`config.mk`:
```
export PLATFORM = sky130hd
export DESIGN_NAME = sia_shared_regs
export DESIGN_NICKNAME = d
export VERILOG_FILES = /design/src/hdl/sia_strap_latch.v /design/src/hdl/sia_shared_regs.v
export VERILOG_INCLUDE_DIRS = /design/src /design/src/hdl
export SDC_FILE = /design/constraint.sdc
export NUM_CORES = 1
export LEC_CHECK = 0
export BUFFER_PORTS_ARGS = -buffer_cell sky130_fd_sc_hd__buf_4
export CAP_MARGIN = 20
export CORE_MARGIN = 2
export CORE_UTILIZATION = 30
export CTS_CLUSTER_SIZE = 28
export DETAILED_ROUTE_END_ITERATION = 8
export GPL_ROUTABILITY_DRIVEN = 0
export PLACE_DENSITY = 0.47
export SLEW_MARGIN = 10
export SYNTH_ARGS = -nofsm -noshare
export SYNTH_HDL_FRONTEND = slang
export SYNTH_HIERARCHICAL = 1
export SYNTH_SLANG_ARGS = --single-unit
```
`constraint.sdc`:
```
create_clock -name clock -period 3.7 [get_ports clock]
set_input_delay 1.11 -clock clock [delete_from_list [all_inputs] [get_ports clock]]
set_output_delay 1.11 -clock clock [all_outputs]
set_load 0.02 [all_outputs]
```
`src/hdl/sia_defines.vh`:
```
/*
 * constants for the shared indirect access register bank: register
 * offsets, field positions, reset values, target codes and timing.
 * assumes it is included by bare name from design files in hdl/.
 */
`ifndef SIA_DEFINES_VH
`define SIA_DEFINES_VH

// ********************************
// register offsets
// ********************************
`define SIA_OFF_CTL        8'hb0
`define SIA_OFF_ADDR       8'hb1
`define SIA_OFF_DATA       8'hb2
`define SIA_OFF_BIST       8'hb3
`define SIA_OFF_STRAP      8'hb8
`define SIA_OFF_PDCTL      8'hbe

// ********************************
// reset values
// ********************************
`define SIA_RST_CTL        6'h00
`define SIA_RST_ADDR       8'h00
`define SIA_RST_DATA       8'h00
`define SIA_RST_BIST       8'h08
`define SIA_RST_PD         3'h0

// ********************************
// field positions
// ********************************
`define SIA_CTL_SEL_HI     5
`define SIA_CTL_SEL_LO     2
`define SIA_CTL_AINC       1
`define SIA_CTL_RDEN       0
`define SIA_BIST_MODE_HI   7
`define SIA_BIST_MODE_LO   6
`define SIA_BIST_PINCFG    3
`define SIA_BIST_CSRC_HI   2
`define SIA_BIST_CSRC_LO   1
`define SIA_SELF_TEST_ENABLE        0

// ********************************
// target select codes
// ********************************
`define SIA_TGT_PORT0      4'h1
`define SIA_TGT_PORT1      4'h2
`define SIA_TGT_SHARED     4'h5
`define SIA_TGT_BOTH       4'h6

// ********************************
// self-test output modes and remote offset
// ********************************
`define SIA_OMODE_STATIC   2'h0
`define SIA_OMODE_ALT      2'h1
`define SIA_REM_CSRC_OFF   8'h14

// ********************************
// strap settling: a strap change is held this long before it is latched
// ********************************
`define SIA_STRAP_SETTLE_NS   1000
`define SIA_CLK_NS            40
`define SIA_STRAP_CYC  ((`SIA_STRAP_SETTLE_NS + `SIA_CLK_NS - 1) / `SIA_CLK_NS)
`define SIA_STRAP_CW          6

`endif

```
`src/hdl/sia_strap_latch.v`:
```
/*
 * strap decoder: synchronises a 3-bit strap decode from pins, waits
 * for it to be stable, latches it and raises a done flag.
 * assumes the strap code is static after power-up and comes from pins.
 */
`timescale 1ns/1ns
`include "sia_defines.vh"

module sia_strap_latch (
  clock,
  rst_n,
  strapIn,
  strapOut,
  doneOut
);
  input  wire       clock;
  input  wire       rst_n;
  input  wire [2:0] strapIn;
  output reg  [2:0] strapOut;
  output reg        doneOut;

  reg [2:0]                 syncA_r;
  reg [2:0]                 syncB_r;
  reg [2:0]                 syncC_r;
  reg [`SIA_STRAP_CW-1:0]   settle_r;

  // ********************************
  // three-stage sync; b and c must agree before counting
  // ********************************
  always @(posedge clock) begin
    if (!rst_n) begin
      syncA_r  <= 3'h0;
      syncB_r  <= 3'h0;
      syncC_r  <= 3'h0;
      settle_r <= {`SIA_STRAP_CW{1'b0}};
      strapOut <= 3'h0;
      doneOut  <= 1'b0;
    end else begin
      syncA_r <= strapIn;
      syncB_r <= syncA_r;
      syncC_r <= syncB_r;
      if (doneOut) begin
        settle_r <= settle_r;
      end else if (syncB_r != syncC_r) begin
        settle_r <= {`SIA_STRAP_CW{1'b0}};
      end else if (settle_r == `SIA_STRAP_CYC - 1) begin
        strapOut <= syncC_r;
        doneOut  <= 1'b1;
      end else begin
        settle_r <= settle_r + {{(`SIA_STRAP_CW-1){1'b0}}, 1'b1};
      end
    end
  end
endmodule

```
`src/hdl/sia_shared_regs.v`:
```
/*
 * shared indirect-access register bank: indirect target/offset/data
 * engine, self-test control with remote clock-source push, strap decode
 * status and gpio pulldown control.
 * assumes a serial control bus front end that gives one-cycle read and
 * write strobes with an 8-bit offset; target blocks answer reads with
 * the data for the current offset in the same cycle (combinational).
 */
// Behaviour
// select code routes to port0, port1, shared
// code 0110 writes both ports together
// auto-increment advances offset after each access
// offset write strobes a read when enabled
// data read re-strobes when enabled and incrementing
// offset holds 8-bit register index
// data write forwards byte to target
// data read returns target register content
// output mode static, alternating, or data-driven
// pin config chooses strap or register bits
// enabling self-test pushes clock source remotely
// software avoids clock source 3 on older parts
// enable bit starts self-test, resets to zero
// address-index strap latched, then done flag
// mode strap latched, then done flag
// pulldown on unless output or disabled
// reserved target codes do nothing, read zero; code still auto-increments the offset on their data accesses
// offset wraps from ff to zero
`timescale 1ns/1ns
`include "sia_defines.vh"

module sia_shared_regs (
  clock,
  rst_n,
  regWrite,
  regRead,
  regAddr,
  regWdata,
  regRdata,
  port0Rdata,
  port1Rdata,
  sharedRdata,
  idxStrap,
  modeStrap,
  bistStrap,
  bistData,
  gpioOutMode,
  iaWrStb,
  iaRdStb,
  iaOffset,
  iaWdata,
  iaTarget,
  remWrStb,
  remWrAddr,
  remWrData,
  bistEnOut,
  bistCsrcOut,
  bistToggle,
  pulldownEn
);
  input  wire       clock;
  input  wire       rst_n;
  input  wire       regWrite;
  input  wire       regRead;
  input  wire [7:0] regAddr;
  input  wire [7:0] regWdata;
  output reg  [7:0] regRdata;
  input  wire [7:0] port0Rdata;
  input  wire [7:0] port1Rdata;
  input  wire [7:0] sharedRdata;
  input  wire [2:0] idxStrap;
  input  wire [2:0] modeStrap;
  input  wire [2:0] bistStrap;
  input  wire       bistData;
  input  wire [2:0] gpioOutMode;
  output reg        iaWrStb;
  output reg        iaRdStb;
  output reg  [7:0] iaOffset;
  output reg  [7:0] iaWdata;
  output reg  [2:0] iaTarget;
  output reg        remWrStb;
  output reg  [7:0] remWrAddr;
  output reg  [7:0] remWrData;
  output reg        bistEnOut;
  output reg  [1:0] bistCsrcOut;
  output reg        bistToggle;
  output reg  [2:0] pulldownEn;

  // ********************************
  // register storage
  // ********************************
  reg  [5:0] ctl_r;
  reg        incPend_r;
  reg  [7:0] bist_r;
  reg  [2:0] pdDis_r;
  reg        bistEnD_r;
  reg  [2:0] bsA_r;
  reg  [2:0] bsB_r;
  reg  [2:0] bsC_r;
  reg  [2:0] bistPin_r;
  reg  [2:0] gpA_r;
  reg  [2:0] gpB_r;
  reg  [2:0] gpC_r;
  reg  [2:0] gpSt_r;
  reg        bdA_r;
  reg        bdB_r;
  reg        bdC_r;

  wire [2:0] idxVal;
  wire       idxDone;
  wire [2:0] modeVal;
  wire       modeDone;

  sia_strap_latch uIdx (
    .clock    (clock),
    .rst_n    (rst_n),
    .strapIn  (idxStrap),
    .strapOut (idxVal),
    .doneOut  (idxDone)
  );

  sia_strap_latch uMode (
    .clock    (clock),
    .rst_n    (rst_n),
    .strapIn  (modeStrap),
    .strapOut (modeVal),
    .doneOut  (modeDone)
  );

  // ********************************
  // indirect decode
  // ********************************
  wire [3:0] sel     = ctl_r[`SIA_CTL_SEL_HI:`SIA_CTL_SEL_LO];
  wire       autoInc = ctl_r[`SIA_CTL_AINC];
  wire       rdEn    = ctl_r[`SIA_CTL_RDEN];
  wire       wrOff   = regWrite && (regAddr == `SIA_OFF_ADDR);
  wire       wrData  = regWrite && (regAddr == `SIA_OFF_DATA);
  wire       rdData  = regRead && (regAddr == `SIA_OFF_DATA);

  // target one-hot: bit0 port0, bit1 port1, bit2 shared
  reg  [2:0] tgtHot;
  reg  [7:0] tgtRdata;
  always @* begin
    tgtHot   = 3'h0;
    tgtRdata = 8'h00;
    case (sel)
      `SIA_TGT_PORT0: begin
        tgtHot   = 3'h1;
        tgtRdata = port0Rdata;
      end
      `SIA_TGT_PORT1: begin
        tgtHot   = 3'h2;
        tgtRdata = port1Rdata;
      end
      `SIA_TGT_SHARED: begin
        tgtHot   = 3'h4;
        tgtRdata = sharedRdata;
      end
      `SIA_TGT_BOTH: begin
        tgtHot   = 3'h3;
        tgtRdata = 8'h00;
      end
      default: begin
        tgtHot   = 3'h0;
        tgtRdata = 8'h00;
      end
    endcase
  end

  // broadcast is write-only; a read through it has no single source
  wire [2:0] rdHot = (sel == `SIA_TGT_BOTH) ? 3'h0 : tgtHot;

  // a write's step waits a cycle so its own offset stands with its strobe;
  // a data read right behind such a write still sees the old offset
  wire [7:0] offStep = {7'h00, incPend_r}
                     + {7'h00, rdData && !wrData && autoInc};

  // ********************************
  // register writes and indirect engine
  // ********************************
  always @(posedge clock) begin
    if (!rst_n) begin
      ctl_r     <= `SIA_RST_CTL;
      iaOffset  <= `SIA_RST_ADDR;
      incPend_r <= 1'b0;
      bist_r    <= `SIA_RST_BIST;
      pdDis_r   <= `SIA_RST_PD;
      iaWrStb   <= 1'b0;
      iaRdStb   <= 1'b0;
      iaWdata   <= 8'h00;
      iaTarget  <= 3'h0;
    end else begin
      iaWrStb   <= 1'b0;
      iaRdStb   <= 1'b0;
      incPend_r <= 1'b0;
      iaTarget  <= tgtHot;
      if (regWrite && regAddr == `SIA_OFF_CTL)
        ctl_r <= regWdata[5:0];
      if (regWrite && regAddr == `SIA_OFF_BIST)
        bist_r <= regWdata;
      if (regWrite && regAddr == `SIA_OFF_PDCTL)
        pdDis_r <= regWdata[2:0];
      if (wrOff) begin
        iaOffset <= regWdata;
        iaRdStb  <= rdEn && (rdHot != 3'h0);
      end else begin
        iaOffset <= iaOffset + offStep;
        if (wrData) begin
          iaWdata   <= regWdata;
          iaWrStb   <= (tgtHot != 3'h0);
          incPend_r <= autoInc;
        end else if (rdData && autoInc) begin
          iaRdStb <= rdEn && (rdHot != 3'h0);
        end
      end
    end
  end

  // ********************************
  // read mux
  // ********************************
  always @(posedge clock) begin
    if (!rst_n) begin
      regRdata <= 8'h00;
    end else if (regRead) begin
      case (regAddr)
        `SIA_OFF_CTL:   regRdata <= {2'h0, ctl_r};
        `SIA_OFF_ADDR:  regRdata <= iaOffset;
        `SIA_OFF_DATA:  regRdata <= tgtRdata;
        `SIA_OFF_BIST:  regRdata <= bist_r;
        `SIA_OFF_STRAP: regRdata <= {idxDone, idxVal,
                                     modeDone, modeVal};
        `SIA_OFF_PDCTL: regRdata <= {5'h00, pdDis_r};
        default:        regRdata <= 8'h00;
      endcase
    end
  end

  // ********************************
  // self-test control
  // ********************************
  // strap pins pass three flops; a change counts when b and c agree
  always @(posedge clock) begin
    if (!rst_n) begin
      bsA_r     <= 3'h0;
      bsB_r     <= 3'h0;
      bsC_r     <= 3'h0;
      bistPin_r <= 3'h0;
      bdA_r     <= 1'b0;
      bdB_r     <= 1'b0;
      bdC_r     <= 1'b0;
    end else begin
      bsA_r <= bistStrap;
      bsB_r <= bsA_r;
      bsC_r <= bsB_r;
      bdA_r <= bistData;
      bdB_r <= bdA_r;
      bdC_r <= bdB_r;
      if (bsB_r == bsC_r)
        bistPin_r <= bsC_r;
    end
  end

  // effective low three bits: enable and clock source
  wire [2:0] bistEff = bist_r[`SIA_BIST_PINCFG] ? bistPin_r
                                                : bist_r[2:0];
  wire       bistEn  = bistEff[`SIA_SELF_TEST_ENABLE];
  wire [1:0] bistCs  = bistEff[`SIA_BIST_CSRC_HI:`SIA_BIST_CSRC_LO];
  wire [1:0] oMode   = bist_r[`SIA_BIST_MODE_HI:`SIA_BIST_MODE_LO];

  always @(posedge clock) begin
    if (!rst_n) begin
      bistEnD_r   <= 1'b0;
      bistEnOut   <= 1'b0;
      bistCsrcOut <= 2'h0;
      remWrStb    <= 1'b0;
      remWrAddr   <= 8'h00;
      remWrData   <= 8'h00;
      bistToggle  <= 1'b0;
    end else begin
      bistEnD_r   <= bistEn;
      bistEnOut   <= bistEn;
      bistCsrcOut <= bistCs;
      // one push per enable edge; the remote side owns any retries
      remWrStb    <= bistEn && !bistEnD_r;
      remWrAddr   <= `SIA_REM_CSRC_OFF;
      remWrData   <= {6'h00, bistCs};
      if (!bistEn || oMode == `SIA_OMODE_STATIC)
        bistToggle <= 1'b0;
      else if (oMode == `SIA_OMODE_ALT)
        bistToggle <= !bistToggle;
      else if (bdB_r == bdC_r)
        bistToggle <= bdC_r;
    end
  end

  // ********************************
  // gpio pulldowns
  // ********************************
  always @(posedge clock) begin
    if (!rst_n) begin
      gpA_r      <= 3'h0;
      gpB_r      <= 3'h0;
      gpC_r      <= 3'h0;
      gpSt_r     <= 3'h0;
      pulldownEn <= 3'h0;
    end else begin
      gpA_r      <= gpioOutMode;
      gpB_r      <= gpA_r;
      gpC_r      <= gpB_r;
      if (gpB_r == gpC_r)
        gpSt_r <= gpC_r;
      pulldownEn <= ~gpSt_r & ~pdDis_r;
    end
  end
endmodule

```
Yosys cells after proc, flatten, opt, wreduce, memory -nomap -nowiden
Index checks and enable logic that the tools add are counted.
- output and inout port bits: 53
- input bits: 57
- register bits: 134
- logic and storage cells: 123
- bitwise gates (word level): 10
- equality and inequality tests: 20
- mux-type cells: 22
- reduce and logical (&&, ||, !) cells: 27
- add/subtract/negate cells: 4
- operators by type and width (cell ; count):
    equality test 8 bit (second input constant) ; 6
    one-hot mux 8 bit (6 select lines) ; 1
    2-to-1 mux 6 bit ; 4
    one-hot mux 8 bit (3 select lines) ; 1
    adder 6 x 1 -> 6 bit (second input constant) ; 2
    equality test 6 x 5 -> 1 bit (second input constant) ; 2
    one-hot mux 3 bit (4 select lines) ; 1
    logical AND 1 bit ; 11
    2-to-1 mux 1 bit ; 11
    adder 8 x 2 -> 8 bit ; 1
    equality test 4 x 3 -> 1 bit (second input constant) ; 2
    2-to-1 mux 8 bit ; 1
    NOT 1 bit ; 7
    equality test 3 bit ; 2
    2-to-1 mux 3 bit ; 2
    != test 3 bit ; 2
    NOT 3 bit ; 2
    AND reduction 2 bit ; 3
    AND reduction 3 bit ; 2
    nonzero test 3 bit ; 2
    2-to-1 mux 5 bit ; 1
    equality test 4 x 1 -> 1 bit (second input constant) ; 1
    equality test 4 x 2 -> 1 bit (second input constant) ; 1
    zero test 1 bit ; 4
    10 further kinds ; 11

Depth between registers and ports, before layout
- word-level depth: 8
- mapped depth: 11

Cells and area by module
The synthesis kept the hierarchy.
- modules (own cells, without submodules) (module ; seq. area each (sq um) ; area each (sq um) ; times used ; cells an instance):
    sia_shared_regs ; 1661.6 ; 3648.5 ; 1 ; 370
    sia_strap_latch ; 380.4 ; 825.8 ; 2 ; 91

Worst setup path before layout
OpenSTA, ideal clock, no wires.
- path kind: input -> register
- start: input port regAddr[6]
- end: register iaOffset[6]
- arrival: 3292 ps
- data required time: 3614 ps
- setup slack: 323 ps
- stages: 11
- library setup time: 86 ps
- path buffers: 1
- path through: and4b_1 buf_2 nand3_1 or3_1 fa_1 inv_1 ha_1 and3_1 nand3_1 xor2_1 a211oi_1
- word-level cells in the longest chain between the ends: 8
- elaborated cells on any way between the ends: 11
- those cells by class: add/sub (2); eq/ne (2); mux (1); reduce/logical (6)
- ends and longest elaborated chain (what ; RTL line ; text):
    start, declared ; sia_shared_regs.v:64 ; input wire [7:0] regAddr;
    equality test 8 bit ; - ;
    logical AND 1 bit ; sia_shared_regs.v:136 ; wire wrData = regWrite && (regAddr == `SIA_OFF_DATA);
    zero test 1 bit ; sia_shared_regs.v:175 ; + {7'h00, rdData && !wrData && autoInc};
    logical AND 1 bit (2 in series) ; sia_shared_regs.v:175 ;
    adder 1 x 1 -> 2 bit ; sia_shared_regs.v:175 ;
    adder 8 x 2 -> 8 bit ; sia_shared_regs.v:206 ; iaOffset <= iaOffset + offStep;
    2-to-1 mux 8 bit (*) ; sia_shared_regs.v:202 ; if (wrOff) begin
    end signal, assigned ; sia_shared_regs.v:183 ; iaOffset <= `SIA_RST_ADDR;
    end signal, assigned ; sia_shared_regs.v:203 ; iaOffset <= regWdata;
    end signal, assigned ; sia_shared_regs.v:206 ;
    end, declared ; sia_shared_regs.v:77 ; output reg [7:0] iaOffset;
Mark *: on every way between the ends. The rest lies on a longest branch, timed or not.
A chain may end at the register's enable or synchronous reset.

Worst setup path in the final report
Same ends and word-level chain as after synthesis.

==> impl_metrics.csv <==
group,metric,value,unit
cells_and_area,regArea,2420,sq um
critical_path,r2r.worst_path.cells,9,
grt,overflow,0,
floorplan,chipWidth,137,microns
placed_design,dp_hpwl,9940,microns
logic_synthesis,synth_top_cell_by_area,"dfxtp_1",
sta,hold_ws,0.418,ns
logic_synthesis,synth_flop_cell,"dfxtp_1",
power,power.leakage,2.97,nW
sta,slew_headroom,47.7,%
sta,final.setup.worst_slack,0.629,ns
clock_network,clock-sinks,121,
logic_synthesis,synthCells,552,
clock_network,cts_hold_buf,0,
sta,worst_pin_slew,0.781,ns
route,wl_per_cell,15.7,microns
logic_synthesis,ys_ff_latch,121,
floorplan,initial_core_util,30.6,%
cells_and_area,drive_above_1_share,22.3,%
grt,grt_max_degree,58,
clock_network,cts_tree,"yes",
grt,grt_pass1_vias,4152,
critical_path,reg2reg_to,"iaOffset[6]",
sta,rsz0062_at_grt,"false",
cells_and_area,area_growth,28.2,%
cells_and_area,fillers,1746,
sta,finalSetupViolations,0,
flow_run,max_cap_violations,0,
cells_and_area,fin_nets,701,
floorplan,die-area,18700,sq um
run_status,status,"complete, no violations",
sta,post-route-period-util,83.0,%
clock_network,root_buffer,"clkbuf_16",
logic_synthesis,ys_top_cells_by_count,"dfxtp_1, mux2i_1, nor2_1",
critical_path,cp_cell_sequence,"buf_4, and4b_1, nand3_1, or3_1, fa_1, inv_1, ha_1, and3_1, nand3_1, xor2_1, a211oi_1",
logic_synthesis,yosysMostFrequentCell,"dfxtp_1",
cells_and_area,fin_area,6790,sq um
floorplan,core_area,17300,sq um
route,drt_iter0_drc,229,
cells_and_area,antenna_cells,0,
clock_network,htreeDepth,4,
grt,antenna_found_initial,0,
logic_synthesis,yosysTopAreaCellShare,45.7,%
critical_path,crit_arrival,3.41,ns
power,p_per_area,491,nW/um^2
sta,tns,0,ns
sta,fmax,0.326,GHz
route,totalWireLength,13700,microns
critical_path,cp_max_fo,2,
critical_path,endpoint,"iaOffset[6]",
floorplan,num_rows,48,
logic_synthesis,syn_avg_cell_area,9.60,sq um
logic_synthesis,synthTopCellsByArea,"dfxtp_1, mux2i_1, and2_1",
logic_synthesis,synth_edf_count,0,
clock_network,cts-buffers-inserted,17,
critical_path,path_class,"in -> reg",
floorplan,io_pins,110,
route,drc,0,
floorplan,die_h,137,microns
logic_synthesis,synth_warnings,6,
hold_path,hold_path_class,"reg -> reg",
placed_design,placed_area,6160,sq um
route,viasPerCell,4.80,
clock_network,clk_latency,0.42,ns
critical_path,cp_slowest_cell,"fa_1",
cells_and_area,multi_input_area,2630,sq um
cells_and_area,layout.cells.non_filler,876,
critical_path,r2r_start,"ctl_r[1]",
power,vdd_ir_drop_max,0.000310,V
logic_synthesis,ys_types,62,
placed_design,pre_cts_slack,0.201,ns
sta,hold_viol_final,0,
logic_synthesis,ys_seq_area_share,45.7,%
route,vias,4204,
critical_path,r2r_slack,1.41,ns
clock_network,clk_pin_slew,0.05,ns
logic_synthesis,async_flop_share,0,%
critical_path,critPathLaunch,"regAddr[6]",
critical_path,worstPathRequired,4.04,ns
sta,fin_skew,0.00929,ns
placed_design,numPortBuffers,97,
critical_path,slowest_delay,0.41,ns
route,dr.pass1.iters,4,
grt,grt_pass1_wl,22100,microns
critical_path,crit_path_end_kind,"register",
grt,track_usage,15.6,%
placed_design,dp_cells,844,
critical_path,crit_top_cell,"nand3_1",
sta,finalCriticalPeriod,3.07,ns
sta,slew_violations,0,
route,antenna_left,0,
clock_network,cts.repair.resized,0,
critical_path,worstSetupStartpointType,"primary input",
clock_network,cts_setup_buffers,0,
logic_synthesis,synth_area,5300,sq um
clock_network,cts_buffer_depth,2,
-- sequential cells by signal, summed over array words and instances, names as in the netlist, 6 cells and up --
register	cells
uMode/settle_r	6
uIdx/settle_r	6
bist_r	8
ctl_r	6
iaWdata	8
iaOffset	8
regRdata	8
-- worst min-delay path by stage --
stage / startpoint / end / cells past startpoint
global route: gpA_r[2] / gpB_r[2] / 1
global placement: bistEnD_r / remWrStb / 1
detailed placement: bistEnD_r / remWrStb / 1
CTS: bistEnD_r / remWrStb / 1
floorplan: gpSt_r[0] / pulldownEn[0] / 1
finish: bistEnD_r / remWrStb / 1
-- cell families (layout without fill, tap and decap cells) --
| kind of cell | Yosys count | count (layout) | share of synthesized area (%) |
|---|---|---|---|
| AND/OR/NAND/NOR | 222 | 222 | 23.7 |
| multiplexers | 57 | 57 | 10.9 |
| adder cells (fa/ha/maj) | 7 | 7 | 1.75 |
| buffers and inverters | 58 | 146 | 5.55 |
| other | 1 | 12 | 0.0708 |
| flip-flops | 121 | 121 | 45.7 |
| XOR/XNOR | 19 | 19 | 3.14 |
| AO/OA/AOI/OAI | 67 | 67 | 9.25 |
-- final cells by class --
type | count | share of cell area (%)
Tap cell | 225 | 4.14
Clock inverter | 11 | 2.89
Multi-Input combinational cell | 384 | 38.6
Clock buffer | 21 | 6.48
Inverter | 11 | 0.608
Timing Repair Buffer | 103 | 11.6
Sequential cell | 121 | 35.7
-- power by group --
part / switching, mW / internal, mW
Combinational: 0.110 / 0.0901
Clock: 0.591 / 1.20
Sequential: 0.0177 / 1.33
-- critical path: cells and delay by family --
family                   cells  cell delay, ns
adder cells (fa/ha/maj)      2            0.59
buffers and inverters        2            0.21
AO/OA/AOI/OAI                1            0.21
XOR/XNOR                     1            0.16
AND/OR/NAND/NOR              5            1.14
-- metal layers --
metal  global-route usage [%]  part of all wire (%)  up-vias
met4                     5.96                  0.90        0
met2                     23.8                    46      111
met1                     20.5                    46     1972
met3                     4.81                   6.5       11
met5                        0                     0        -
li1                         -                     -     2110
-- metrics by stage --
stage / utilization, % / total power [mW]
floorplan: - / 1.50
global placement: 35.6 / 1.57
detailed placement: 35.6 / 1.58
CTS: 39.3 / 3.39
global route: 39.3 / 3.48
finish: 39.3 / 3.34
-- layout by cell type (no fill, tap or decap), drive strengths merged, types with 4 or more instances in the layout --
master,count
dfxtp,121
buf,103
mux2i,53
nor2,49
and2,42
nand2,37
nand3,27
clkbuf,21
nand4,15
o21ai,14
conb,12
inv,11
xor2,10
xnor2,9
nor3,8
a211oi,7
nand4b,7
a21oi,7
and3,6
nand3b,6
a32oi,6
a22oi,6
nor4b,6
o2bb2ai,5
ha,5
bufinv,5
a22o,4
o2111a,4
mux2,4
clkinv,4
Note: power is estimated with default switching activity, not from simulation.
